### config.mk
export PLATFORM = sky130hd
export DESIGN_NAME = ofrf_top
export DESIGN_NICKNAME = d
export VERILOG_FILES = /design/src/ofrf_pkg.sv /design/src/ofrf_match.sv /design/src/ofrf_top.sv
export SDC_FILE = /design/constraint.sdc
export NUM_CORES = 1
export LEC_CHECK = 0
export ABC_AREA = 1
export BUFFER_PORTS_ARGS = -buffer_cell sky130_fd_sc_hd__buf_4
export CAP_MARGIN = 40
export CORE_MARGIN = 4
export CORE_UTILIZATION = 45
export DETAILED_ROUTE_END_ITERATION = 10
export PLACE_DENSITY = 0.77
export SLEW_MARGIN = 20
export SYNTH_ARGS = -nofsm -noshare
export SYNTH_HDL_FRONTEND = slang
export SYNTH_SLANG_ARGS = --single-unit
### constraint.sdc
create_clock -name SYS_CLK -period 9.85 [get_ports SYS_CLK]
set_input_delay 1.97 -clock SYS_CLK [delete_from_list [all_inputs] [get_ports SYS_CLK]]
set_output_delay 1.97 -clock SYS_CLK [all_outputs]
set_load 0.05 [all_outputs]
### src/ofrf_pkg.sv
// package for the offcore response filter: register map, fields and codes
package ofrf_pkg;
	// ----------------------------------------------------------------
	// register access
	// ----------------------------------------------------------------
	localparam logic [11:0] OFRF_FILTER_ZERO_ADDR = 12'h01a6;
	localparam logic [11:0] OFRF_FILTER_ONE_ADDR = 12'h01a7;
	localparam logic [63:0] OFRF_FILTER_RESET = 64'h0000_0000_0000_0000;
	// writable bits: request 15:0, any 16, second_level_cache_hit_sel 18, snoop 31,33,34,36,37
	localparam logic [63:0] OFRF_FILTER_ONE_MASK = 64'h0000_0036_8005_ffff;
	// filter zero adds the latency measure enable at bit 38
	localparam logic [63:0] OFRF_FILTER_ZERO_MASK = 64'h0000_0076_8005_ffff;
	// ----------------------------------------------------------------
	// field positions
	// ----------------------------------------------------------------
	localparam int OFRF_REQ_LSB = 0;
	localparam int OFRF_REQ_MSB = 15;
	localparam int OFRF_ANY_RSP_BIT = 16;
	localparam int OFRF_SUP_LSB = 17;
	localparam int OFRF_SUP_MSB = 30;
	localparam int OFRF_SNP_LSB = 31;
	localparam int OFRF_SNP_MSB = 37;
	localparam int OFRF_LAT_EN_BIT = 38;
	// ----------------------------------------------------------------
	// event select codes
	// ----------------------------------------------------------------
	localparam logic [7:0] OFRF_EVENT_CODE = 8'hb7;
	localparam logic [7:0] OFRF_UMASK_ZERO = 8'h01;
	localparam logic [7:0] OFRF_UMASK_ONE = 8'h02;
	// ----------------------------------------------------------------
	// counters
	// ----------------------------------------------------------------
	localparam int OFRF_CNT_W = 40;
	localparam int OFRF_OUTST_W = 6;
	localparam logic [OFRF_CNT_W-1:0] OFRF_CNT_RESET = 40'h00_0000_0000;
	// counter state enum, one-hot
	typedef enum logic [1:0]
	{
		OFRF_MODE_COUNT = 2'b01,
		OFRF_MODE_LATENCY = 2'b10
	} ofrf_mode_t;
endpackage

### src/ofrf_match.sv
// one filter: validity and per-request match against a filter register
`timescale 1ns/1ps
module ofrf_match
	import ofrf_pkg::*;
(
	// filter contents
	input wire logic [63:0] filter,
	// request classification
	input wire logic [15:0] req_type,
	input wire logic [13:0] rsp_supplier,
	input wire logic [6:0] rsp_snoop,
	// results
	output logic sel_valid,
	output logic req_hit,
	output logic full_hit
);
	logic [15:0] req_sel;
	logic any_rsp;
	logic [13:0] sup_sel;
	logic [6:0] snp_sel;
	logic rsp_valid;

	// field split; reserved bits already stored as zero
	assign req_sel = filter[OFRF_REQ_MSB:OFRF_REQ_LSB];
	assign any_rsp = filter[OFRF_ANY_RSP_BIT];
	assign sup_sel = filter[OFRF_SUP_MSB:OFRF_SUP_LSB];
	assign snp_sel = filter[OFRF_SNP_MSB:OFRF_SNP_LSB];
	// validity of both halves of the selection
	assign rsp_valid = any_rsp | ((|sup_sel) & (|snp_sel));
	assign sel_valid = (|req_sel) & rsp_valid;
	// several request bits at once are an or of classes
	assign req_hit = |(req_sel & req_type);
	// any-response ignores supplier and snoop detail
	assign full_hit = sel_valid & req_hit & (any_rsp
		| ((|(sup_sel & rsp_supplier)) & (|(snp_sel & rsp_snoop))));
endmodule

### src/ofrf_top.sv
// offcore response filter: two filter registers and two counters
// Operation
// - event 0B7H, umask 01H selects filter zero, 02H filter one
// - request bits 15:0, supplier 30:17, snoop 37:31 in each filter
// - only filter zero has bit 38, enabling latency mode on two counters
// - bits 0-2 demand data read, ownership read, instruction fetch
// - bit 3 writeback, bits 4-6 second-level prefetcher reads
// - bit 7 partial read, 8 partial write, 9 uncacheable fetch
// - bits 10-15 lock, stream store, software_prefetch_sel, l1 pf, partial, any
// - bit 16 any response, 18 second_level_cache_hit_sel, 17 and 30:19 reserved
// - snoop bits 31,33,34,36,37 as listed; 32 and 35 reserved
// - request selection valid only with a non-reserved bit of 15:0 set
// - response valid if any bit, or supplier-or and snoop-or both set
// - invalid request or response selection counts nothing, except filter zero with bit 38 set (latency mode)
// - any-response bit makes supplier and snoop bits ignored
// - multiple request and response bits combine into classes
// - latency mode, counter zero event 01B7H accumulates weighted cycles
`timescale 1ns/1ps
module ofrf_top
	import ofrf_pkg::*;
(
	// clock and reset
	input wire logic SYS_CLK,
	input wire logic RST_N,
	// register access port
	input wire logic REG_WR,
	input wire logic [11:0] REG_ADDR,
	input wire logic [63:0] REG_WDATA,
	output logic [63:0] REG_RDATA,
	// counter event selects
	input wire logic [15:0] CNT0_EVENT_SEL,
	input wire logic [15:0] CNT1_EVENT_SEL,
	input wire logic CNT_CLEAR,
	// request stream from the core outbound interface
	input wire logic REQ_ISSUE,
	input wire logic [15:0] REQ_TYPE,
	input wire logic REQ_RETIRE,
	input wire logic [15:0] RETIRE_TYPE,
	input wire logic [13:0] RSP_SUPPLIER,
	input wire logic [6:0] RSP_SNOOP,
	// counter values
	output logic [OFRF_CNT_W-1:0] CNT0_VALUE,
	output logic [OFRF_CNT_W-1:0] CNT1_VALUE,
	output logic LATENCY_ACTIVE
);
	// ----------------------------------------------------------------
	// reset release
	// ----------------------------------------------------------------
	logic rst_s1_r;
	logic rst_n_r;

	// two-stage release, assertion stays asynchronous
	always_ff @(posedge SYS_CLK or negedge RST_N)
	begin
		if (!RST_N)
		begin
			rst_s1_r <= 1'b0;
			rst_n_r <= 1'b0;
		end
		else
		begin
			rst_s1_r <= 1'b1;
			rst_n_r <= rst_s1_r;
		end
	end

	// ----------------------------------------------------------------
	// filter registers
	// ----------------------------------------------------------------
	logic [63:0] filter_zero_r;
	logic [63:0] filter_one_r;

	// reserved bits are masked on write so they read back zero
	always_ff @(posedge SYS_CLK or negedge rst_n_r)
	begin
		if (!rst_n_r)
		begin
			filter_zero_r <= OFRF_FILTER_RESET;
			filter_one_r <= OFRF_FILTER_RESET;
		end
		else if (REG_WR)
		begin
			if (REG_ADDR == OFRF_FILTER_ZERO_ADDR)
				filter_zero_r <= REG_WDATA & OFRF_FILTER_ZERO_MASK;
			if (REG_ADDR == OFRF_FILTER_ONE_ADDR)
				filter_one_r <= REG_WDATA & OFRF_FILTER_ONE_MASK;
		end
	end

	// registered read data; unmapped addresses read zero
	always_ff @(posedge SYS_CLK or negedge rst_n_r)
	begin
		if (!rst_n_r)
			REG_RDATA <= OFRF_FILTER_RESET;
		else if (REG_ADDR == OFRF_FILTER_ZERO_ADDR)
			REG_RDATA <= filter_zero_r;
		else if (REG_ADDR == OFRF_FILTER_ONE_ADDR)
			REG_RDATA <= filter_one_r;
		else
			REG_RDATA <= OFRF_FILTER_RESET;
	end

	// ----------------------------------------------------------------
	// matching
	// ----------------------------------------------------------------
	logic valid_zero;
	logic valid_one;
	logic req_hit_zero;
	logic req_hit_one;
	logic hit_zero;
	logic hit_one;
	logic retire_hit_zero;
	logic lat_en;

	// issue-time match against both filters; request bits carry the
	// class encoding of the outbound interface, bit n = class n
	ofrf_match u_match_zero
	(
		.filter(filter_zero_r),
		.req_type(REQ_TYPE),
		.rsp_supplier(RSP_SUPPLIER),
		.rsp_snoop(RSP_SNOOP),
		.sel_valid(valid_zero),
		.req_hit(req_hit_zero),
		.full_hit(hit_zero)
	);

	ofrf_match u_match_one
	(
		.filter(filter_one_r),
		.req_type(REQ_TYPE),
		.rsp_supplier(RSP_SUPPLIER),
		.rsp_snoop(RSP_SNOOP),
		.sel_valid(valid_one),
		.req_hit(req_hit_one),
		.full_hit(hit_one)
	);

	// retirements only need the request-type part of filter zero
	ofrf_match u_match_retire
	(
		.filter(filter_zero_r),
		.req_type(RETIRE_TYPE),
		.rsp_supplier(RSP_SUPPLIER),
		.rsp_snoop(RSP_SNOOP),
		.sel_valid(),
		.req_hit(retire_hit_zero),
		.full_hit()
	);

	assign lat_en = filter_zero_r[OFRF_LAT_EN_BIT];

	// ----------------------------------------------------------------
	// event selection
	// ----------------------------------------------------------------
	logic c0_sel_zero;
	logic c0_sel_one;
	logic c1_sel_zero;
	logic c1_sel_one;
	logic c0_inc;
	logic c1_inc;
	ofrf_mode_t mode;

	// event code low byte, unit mask high byte
	assign c0_sel_zero = CNT0_EVENT_SEL == {OFRF_UMASK_ZERO, OFRF_EVENT_CODE};
	assign c0_sel_one = CNT0_EVENT_SEL == {OFRF_UMASK_ONE, OFRF_EVENT_CODE};
	assign c1_sel_zero = CNT1_EVENT_SEL == {OFRF_UMASK_ZERO, OFRF_EVENT_CODE};
	assign c1_sel_one = CNT1_EVENT_SEL == {OFRF_UMASK_ONE, OFRF_EVENT_CODE};
	// latency mode when filter zero enables it and counter 0 picks it
	assign mode = (lat_en && c0_sel_zero) ? OFRF_MODE_LATENCY
		: OFRF_MODE_COUNT;
	// counter 1 in latency mode counts new requests of the chosen type;
	// response bits are cleared by software so only request type matters
	assign c1_inc = REQ_ISSUE && ((c1_sel_zero && (lat_en
		? ((|filter_zero_r[OFRF_REQ_MSB:OFRF_REQ_LSB]) && req_hit_zero)
		: hit_zero)) || (c1_sel_one && hit_one));
	assign c0_inc = REQ_ISSUE && ((c0_sel_zero && hit_zero)
		|| (c0_sel_one && hit_one));

	// ----------------------------------------------------------------
	// outstanding request tracking
	// ----------------------------------------------------------------
	logic [OFRF_OUTST_W-1:0] outst_r;
	logic [OFRF_OUTST_W-1:0] outst_nxt;
	logic issue_trk;
	logic retire_trk;

	// tracks only filter-zero request types; saturates rather than wrap
	assign issue_trk = REQ_ISSUE && req_hit_zero && !(&outst_r);
	assign retire_trk = REQ_RETIRE && retire_hit_zero && (|outst_r);
	always_comb
	begin
		outst_nxt = outst_r;
		if (issue_trk && !retire_trk)
			outst_nxt = outst_r + OFRF_OUTST_W'(1);
		else if (retire_trk && !issue_trk)
			outst_nxt = outst_r - OFRF_OUTST_W'(1);
	end

	always_ff @(posedge SYS_CLK or negedge rst_n_r)
	begin
		if (!rst_n_r)
			outst_r <= '0;
		else
			outst_r <= outst_nxt;
	end

	// ----------------------------------------------------------------
	// counters
	// ----------------------------------------------------------------
	logic [OFRF_CNT_W-1:0] cnt0_nxt;

	// weighted cycles: add outstanding count each clock
	always_comb
	begin
		cnt0_nxt = CNT0_VALUE;
		unique case (mode)
			OFRF_MODE_LATENCY:
				cnt0_nxt = CNT0_VALUE + {{(OFRF_CNT_W-OFRF_OUTST_W){1'b0}},
					outst_r};
			OFRF_MODE_COUNT:
				cnt0_nxt = CNT0_VALUE + {{(OFRF_CNT_W-1){1'b0}}, c0_inc};
		endcase
	end

	always_ff @(posedge SYS_CLK or negedge rst_n_r)
	begin
		if (!rst_n_r)
			CNT0_VALUE <= OFRF_CNT_RESET;
		else if (CNT_CLEAR)
			CNT0_VALUE <= OFRF_CNT_RESET;
		else
			CNT0_VALUE <= cnt0_nxt;
	end

	// counter 1 counts matching issues
	always_ff @(posedge SYS_CLK or negedge rst_n_r)
	begin
		if (!rst_n_r)
			CNT1_VALUE <= OFRF_CNT_RESET;
		else if (CNT_CLEAR)
			CNT1_VALUE <= OFRF_CNT_RESET;
		else if (c1_inc)
			CNT1_VALUE <= CNT1_VALUE + OFRF_CNT_W'(1);
	end

	// mode flag as an output straight from a flop
	always_ff @(posedge SYS_CLK or negedge rst_n_r)
	begin
		if (!rst_n_r)
			LATENCY_ACTIVE <= 1'b0;
		else
			LATENCY_ACTIVE <= (mode == OFRF_MODE_LATENCY);
	end

	// ----------------------------------------------------------------
	// assertions
	// ----------------------------------------------------------------
	property p_rsv_zero;
		@(posedge SYS_CLK) disable iff (!rst_n_r)
		((filter_zero_r & ~OFRF_FILTER_ZERO_MASK) == 64'h0)
		&& ((filter_one_r & ~OFRF_FILTER_ONE_MASK) == 64'h0);
	endproperty
	a_rsv_zero: assert property (p_rsv_zero)
		else $error("reserved filter bit set");

	property p_one_no_lat;
		@(posedge SYS_CLK) disable iff (!rst_n_r)
		REG_WR && REG_ADDR == OFRF_FILTER_ONE_ADDR
		|=> !filter_one_r[OFRF_LAT_EN_BIT];
	endproperty
	a_one_no_lat: assert property (p_one_no_lat)
		else $error("filter one holds latency bit");

	property p_wr_zero;
		@(posedge SYS_CLK) disable iff (!rst_n_r)
		REG_WR && REG_ADDR == OFRF_FILTER_ZERO_ADDR
		|=> filter_zero_r == ($past(REG_WDATA) & OFRF_FILTER_ZERO_MASK);
	endproperty
	a_wr_zero: assert property (p_wr_zero)
		else $error("filter zero write lost");

	property p_invalid_no_count;
		@(posedge SYS_CLK) disable iff (!rst_n_r)
		!CNT_CLEAR && c0_sel_zero && !lat_en && !valid_zero
		|=> CNT0_VALUE == $past(CNT0_VALUE);
	endproperty
	a_invalid_no_count: assert property (p_invalid_no_count)
		else $error("count with invalid selection");

	property p_any_count;
		@(posedge SYS_CLK) disable iff (!rst_n_r)
		!CNT_CLEAR && c0_sel_one && REQ_ISSUE
		&& filter_one_r[OFRF_ANY_RSP_BIT] && (|(filter_one_r[15:0] & REQ_TYPE))
		|=> CNT0_VALUE == $past(CNT0_VALUE) + 1'b1;
	endproperty
	a_any_count: assert property (p_any_count)
		else $error("any-response match not counted");

	property p_weighted;
		@(posedge SYS_CLK) disable iff (!rst_n_r)
		!CNT_CLEAR && mode == OFRF_MODE_LATENCY
		|=> CNT0_VALUE == $past(CNT0_VALUE) + $past(outst_r);
	endproperty
	a_weighted: assert property (p_weighted)
		else $error("weighted cycles wrong");

	property p_rdata;
		@(posedge SYS_CLK) disable iff (!rst_n_r)
		REG_ADDR != OFRF_FILTER_ZERO_ADDR && REG_ADDR != OFRF_FILTER_ONE_ADDR
		|=> REG_RDATA == 64'h0;
	endproperty
	a_rdata: assert property (p_rdata)
		else $error("unmapped read not zero");

	property p_c1_count;
		@(posedge SYS_CLK) disable iff (!rst_n_r)
		!CNT_CLEAR && c1_sel_one && REQ_ISSUE && hit_one
		|=> CNT1_VALUE == $past(CNT1_VALUE) + 1'b1;
	endproperty
	a_c1_count: assert property (p_c1_count)
		else $error("counter one missed match");

	property p_req_valid;
		@(posedge SYS_CLK) disable iff (!rst_n_r)
		filter_zero_r[15:0] == 16'h0 |-> !valid_zero;
	endproperty
	a_req_valid: assert property (p_req_valid)
		else $error("empty request selection valid");

	property p_rsp_valid;
		@(posedge SYS_CLK) disable iff (!rst_n_r)
		(|filter_one_r[15:0]) && (|filter_one_r[30:17])
		&& (|filter_one_r[37:31]) |-> valid_one;
	endproperty
	a_rsp_valid: assert property (p_rsp_valid)
		else $error("supplier and snoop selection invalid");

	c_latency: cover property (@(posedge SYS_CLK) disable iff (!rst_n_r)
		LATENCY_ACTIVE && outst_r > 6'h02);
	c_count_zero: cover property (@(posedge SYS_CLK) disable iff (!rst_n_r)
		c0_inc);
	c_count_one: cover property (@(posedge SYS_CLK) disable iff (!rst_n_r)
		c1_inc && c1_sel_one);
endmodule

==> summary.md <==
| Metric | Value |
|---|---|
| I/O pins | 312 |
| CP arrival | 5.12 ns |
| Synth Area in Compound Gates | 7.21% |
| Top-area cell type share of the netlist area | 41.7% |
| Die Y-Extent | 154 um |
| Clock sinks | 160 |
| Crit-path most repeated cell | nand2_1 |
| Iter 0 DRT Violations | 803 |
| Grt ovf | 0 |
| Port Buffer Count | 216 |
| DP HPWL | 21300 um |
| CTS Root Cell | clkbuf_16 |
| Number of global-route vias before repair | 9169 |
| Peak supply drop | 0.111 mV |
| Largest stage delay, worst path | 0.42 ns |
| Worst slew margin | 48.9% |
| CP delay by family, top | simple AND/OR/NAND/NOR gates |
| Synth Area in Adders | 1.98% |
| Multiplexer share of the synthesized area | 0% |
| Share of cells above drive strength 1 | 17.8% |
| Slew at the pin with the worst max-slew slack | 0.764 ns |
| PostCTS Resize Cnt | 0 |
| Fillers | 2017 |
| Die X | 154 um |
| First-pass GRT wire length | 45900 um |
| RSZ-0062 raised after global routing | false |
| Core ar. | 21000 um2 |
| Cell Pwr Density | 129 nW/um2 |
| Simple-gate share of the synthesized area | 35.3% |
| CP Data Required Time | 10.17 ns |
| Commonest cells in the synthesized netlist | nand2_1, dfrtp_1, nor2_1 |
| Area contributors post-synth | dfrtp_1, nand2_1, nor2_1, inv_1, nand3_1 |
| Post-route insts no fill | 1844 |
| YS warnings | 0 |
| Worst clock skew | 0.0155 ns |
| Sw Ratio | 28.5% |
| Ys async rst share | 100% |
| Final wirelength | 28200 um |
| Max-slew violations | 0 |
| Worst path bufs/invs | 5 |
| TritonRoute pass-1 iters | 6 |
| Worst skew pair latency | 0.44 ns |
| # DRC | 0 |
| Placed insts | 1812 |
| Initial Utilization | 45.7% |
| Nets | 1737 |
| Avg Cell Area, Syn | 7.11 um2 |
| Area growth syn-to-layout | 24.6% |
| Reg2reg path depth | 22 |
| Max Buffers Root-to-Sink | 2 |
| Most common cell in the netlist | nand2_1 |
| TritonCTS buffer count | 17 |
| CP startpoint kind | input pin |
| Mapped Cells | 1351 |
| Maximum net fanout on the critical path | 6 |
| Setup Buffers After CTS | 0 |
| Worst R2R Start | filter_zero_r[9]$_DFFE_PN0P_ |
| Final ANT Viol Nets | 0 |
| Largest family of logic cells by synthesized area | simple AND/OR/NAND/NOR gates |
| Placer Congestion | 0.931 |
| EDFF count, synth | 0 |
| # Max-Cap Violations | 0 |
| Max Clock Freq | 208 MHz |
| Clock slew at reported path FFs | 0.07 ns |
| Critical path class | in2reg |
| Total Routing Usage GR | 23.7% |
| Switching pwr | 0.439 mW |
| Minimum hold slack | 0.0912 ns |
| Total number of vias | 9464 |
| CTS tree | built |
| Clock share of power | 44.5% |
| Cell leakage power | 6.31 nW |
| CP max stage cell | fa_1 |
| Period utilization | 48.7% |
| R2r setup slk | 6.56 ns |
| Status | finished, final reports clean |
| Antenna violations before repair | 0 |
| Sequential element share of the synthesized area | 41.7% |
| Reg2reg end | CNT0_VALUE[28]$_DFF_PN0_ |
| H-tree level count | 4 |
| HP Class | reg2async |
| Hold Buf Count CTS | 0 |
| Largest net degree at the start of global routing | 61 |
| Post-synth top area cell | dfrtp_1 |
| Die Area | 23700 um2 |
| Yosys reg bits | 160 |
| Vias per cell | 5.13 |
| Row cnt | 53 |
| Final min period | 4.80 ns |
| ANT cells | 0 |
| Final hold vios | 0 |
| Ys flop type | dfrtp_1 |
| Combinational power share | 11.0% |
| Final setup fails | 0 |
| Setup TNS | 0 ns |
| CP Capture Type | flip-flop |
| Netlist cell types | 39 |
| Crit-path cells | buf_4 -> nor2_1 -> nand3_1 -> nor2_1 -> nand2_1 -> nor2_1 -> nand2_1 -> inv_1 -> nand2_1 -> nand2_1 -> ha_1 -> inv_1 -> fa_1 -> inv_1 -> nand3_1 -> nand2_1 -> nand2_1 -> nand2_1 -> nand2_1 -> inv_1 -> nand2_1 -> nor3b_1 -> nor2_1 |
| Mapped cell area | 9600 um2 |
| Sequential group share of total power | 44.5% |
| Int Pwr | 1.10 mW |
| Drt wl/cell | 15.3 um |
| Post-Synth XOR/XNOR Area | 2.55% |
==> worst reg2reg max path, cell delays in order (launching register included) <==
cell and delay, ns:
dfrtp_1 0.44, nand2_1 0.08, nand2_1 0.06, nor2_1 0.04
nand2_1 0.07, nor2_1 0.09, nand3b_1 0.16, nand2_1 0.08
nand3_1 0.10, nand2_1 0.10, ha_1 0.19, inv_1 0.07
fa_1 0.42, inv_1 0.13, nand3_1 0.09, nand2_1 0.14
nand2_1 0.08, nand2_1 0.11, nand2_1 0.13, inv_1 0.18
nand2_1 0.13, nor3b_1 0.20, nor2_1 0.07
==> through the flow <==
stage / power, mW / area [um2] / utilization (%) / worst slack, ns
finish: 1.54 / 12000 / 56.9 / 5.05
global route: 1.61 / 12000 / 56.9 / 4.68
CTS: 1.55 / 12000 / 56.9 / 5.07
detailed placement: 0.867 / 11400 / 54.0 / 4.60
global placement: 0.857 / 11300 / 53.7 / 4.70
floorplan: 0.815 / 9750 / - / 5.06
==> how the worst max path moves through the flow <==
stage / start / to / slack (ns) / cells past startpoint
6_report: CNT0_EVENT_SEL[11] / CNT0_VALUE[28]$_DFF_PN0_ / 5.05 / 23
5_1_grt: CNT0_EVENT_SEL[11] / CNT0_VALUE[24]$_DFF_PN0_ / 4.68 / 23
4_1_cts: CNT0_EVENT_SEL[13] / CNT0_VALUE[28]$_DFF_PN0_ / 5.07 / 23
3_5_place_dp: CNT0_EVENT_SEL[13] / CNT0_VALUE[28]$_DFF_PN0_ / 4.60 / 23
3_3_place_gp: CNT0_EVENT_SEL[13] / CNT0_VALUE[28]$_DFF_PN0_ / 4.70 / 23
2_1_floorplan: rst_n_r$_DFF_PN0_ / CNT0_VALUE[0]$_DFF_PN0_ / 5.06 / 0
==> cells in the final DEF (no fill, tap or decap), drive strengths merged <==
cell type	Yosys	layout
nor2	160	160
and2	1	1
or3	1	1
clkinvlp	0	1
nor4	4	4
nand4	65	65
o21bai	2	2
dfrtp	160	160
or2	2	2
xnor2	16	16
a31oi	1	1
bufinv	0	1
a21oi	26	26
inv	153	162
conb	2	41
a22o	16	16
o21ai	66	66
a221oi	4	4
ha	12	12
clkbuf	15	17
o22ai	2	2
nand3b	2	2
o31ai	1	1
nand3	100	100
nor3	16	16
xor2	12	12
buf	64	226
nor3b	5	5
clkinv	0	4
nand2	441	441
fa	2	2
==> power by group through the flow <==
stage / clock [mW] / combinational (mW) / sequential, mW
2_1_floorplan: 0 / 0.113 / 0.702
3_3_place_gp: 0 / 0.160 / 0.696
3_5_place_dp: 0 / 0.170 / 0.697
4_1_cts: 0.699 / 0.171 / 0.685
5_1_grt: 0.731 / 0.188 / 0.687
6_report: 0.685 / 0.169 / 0.684
==> cell type report <==
type	count	area [um2]	area share, %
inverters	153	574	4.80
clock inverters	15	186	1.56
clock buffers	17	425	3.55
flip-flops and latches	160	4010	33.5
repair buffers	226	1750	14.6
multi-input cells	998	4680	39.1
well taps	275	344	2.88
==> per-layer routing <==
layer | part of all wire [%] | global-route usage (%) | up-vias
met5 | 0 | 0 | -
met4 | 2.1 | 7.06 | 0
met3 | 8.3 | 5.85 | 47
met2 | 47 | 38.4 | 378
met1 | 43 | 31.6 | 4371
li1 | - | - | 4668
==> logic make-up after synthesis <==
family,after synthesis
buf+inv,232
simple gates,797
xor+xnor,28
other cells,2
compound gates,118
fa+ha+maj,14
flops,160
==> registers in the layout (all words and copies together), names as in the netlist <==
register / cells
REG_RDATA: 24
outst_r: 6
CNT0_VALUE: 40
filter_one_r: 23
rst_s1_r: 1
filter_zero_r: 24
CNT1_VALUE: 40
rst_n_r: 1
LATENCY_ACTIVE: 1
(Power assumes the default switching activity.)
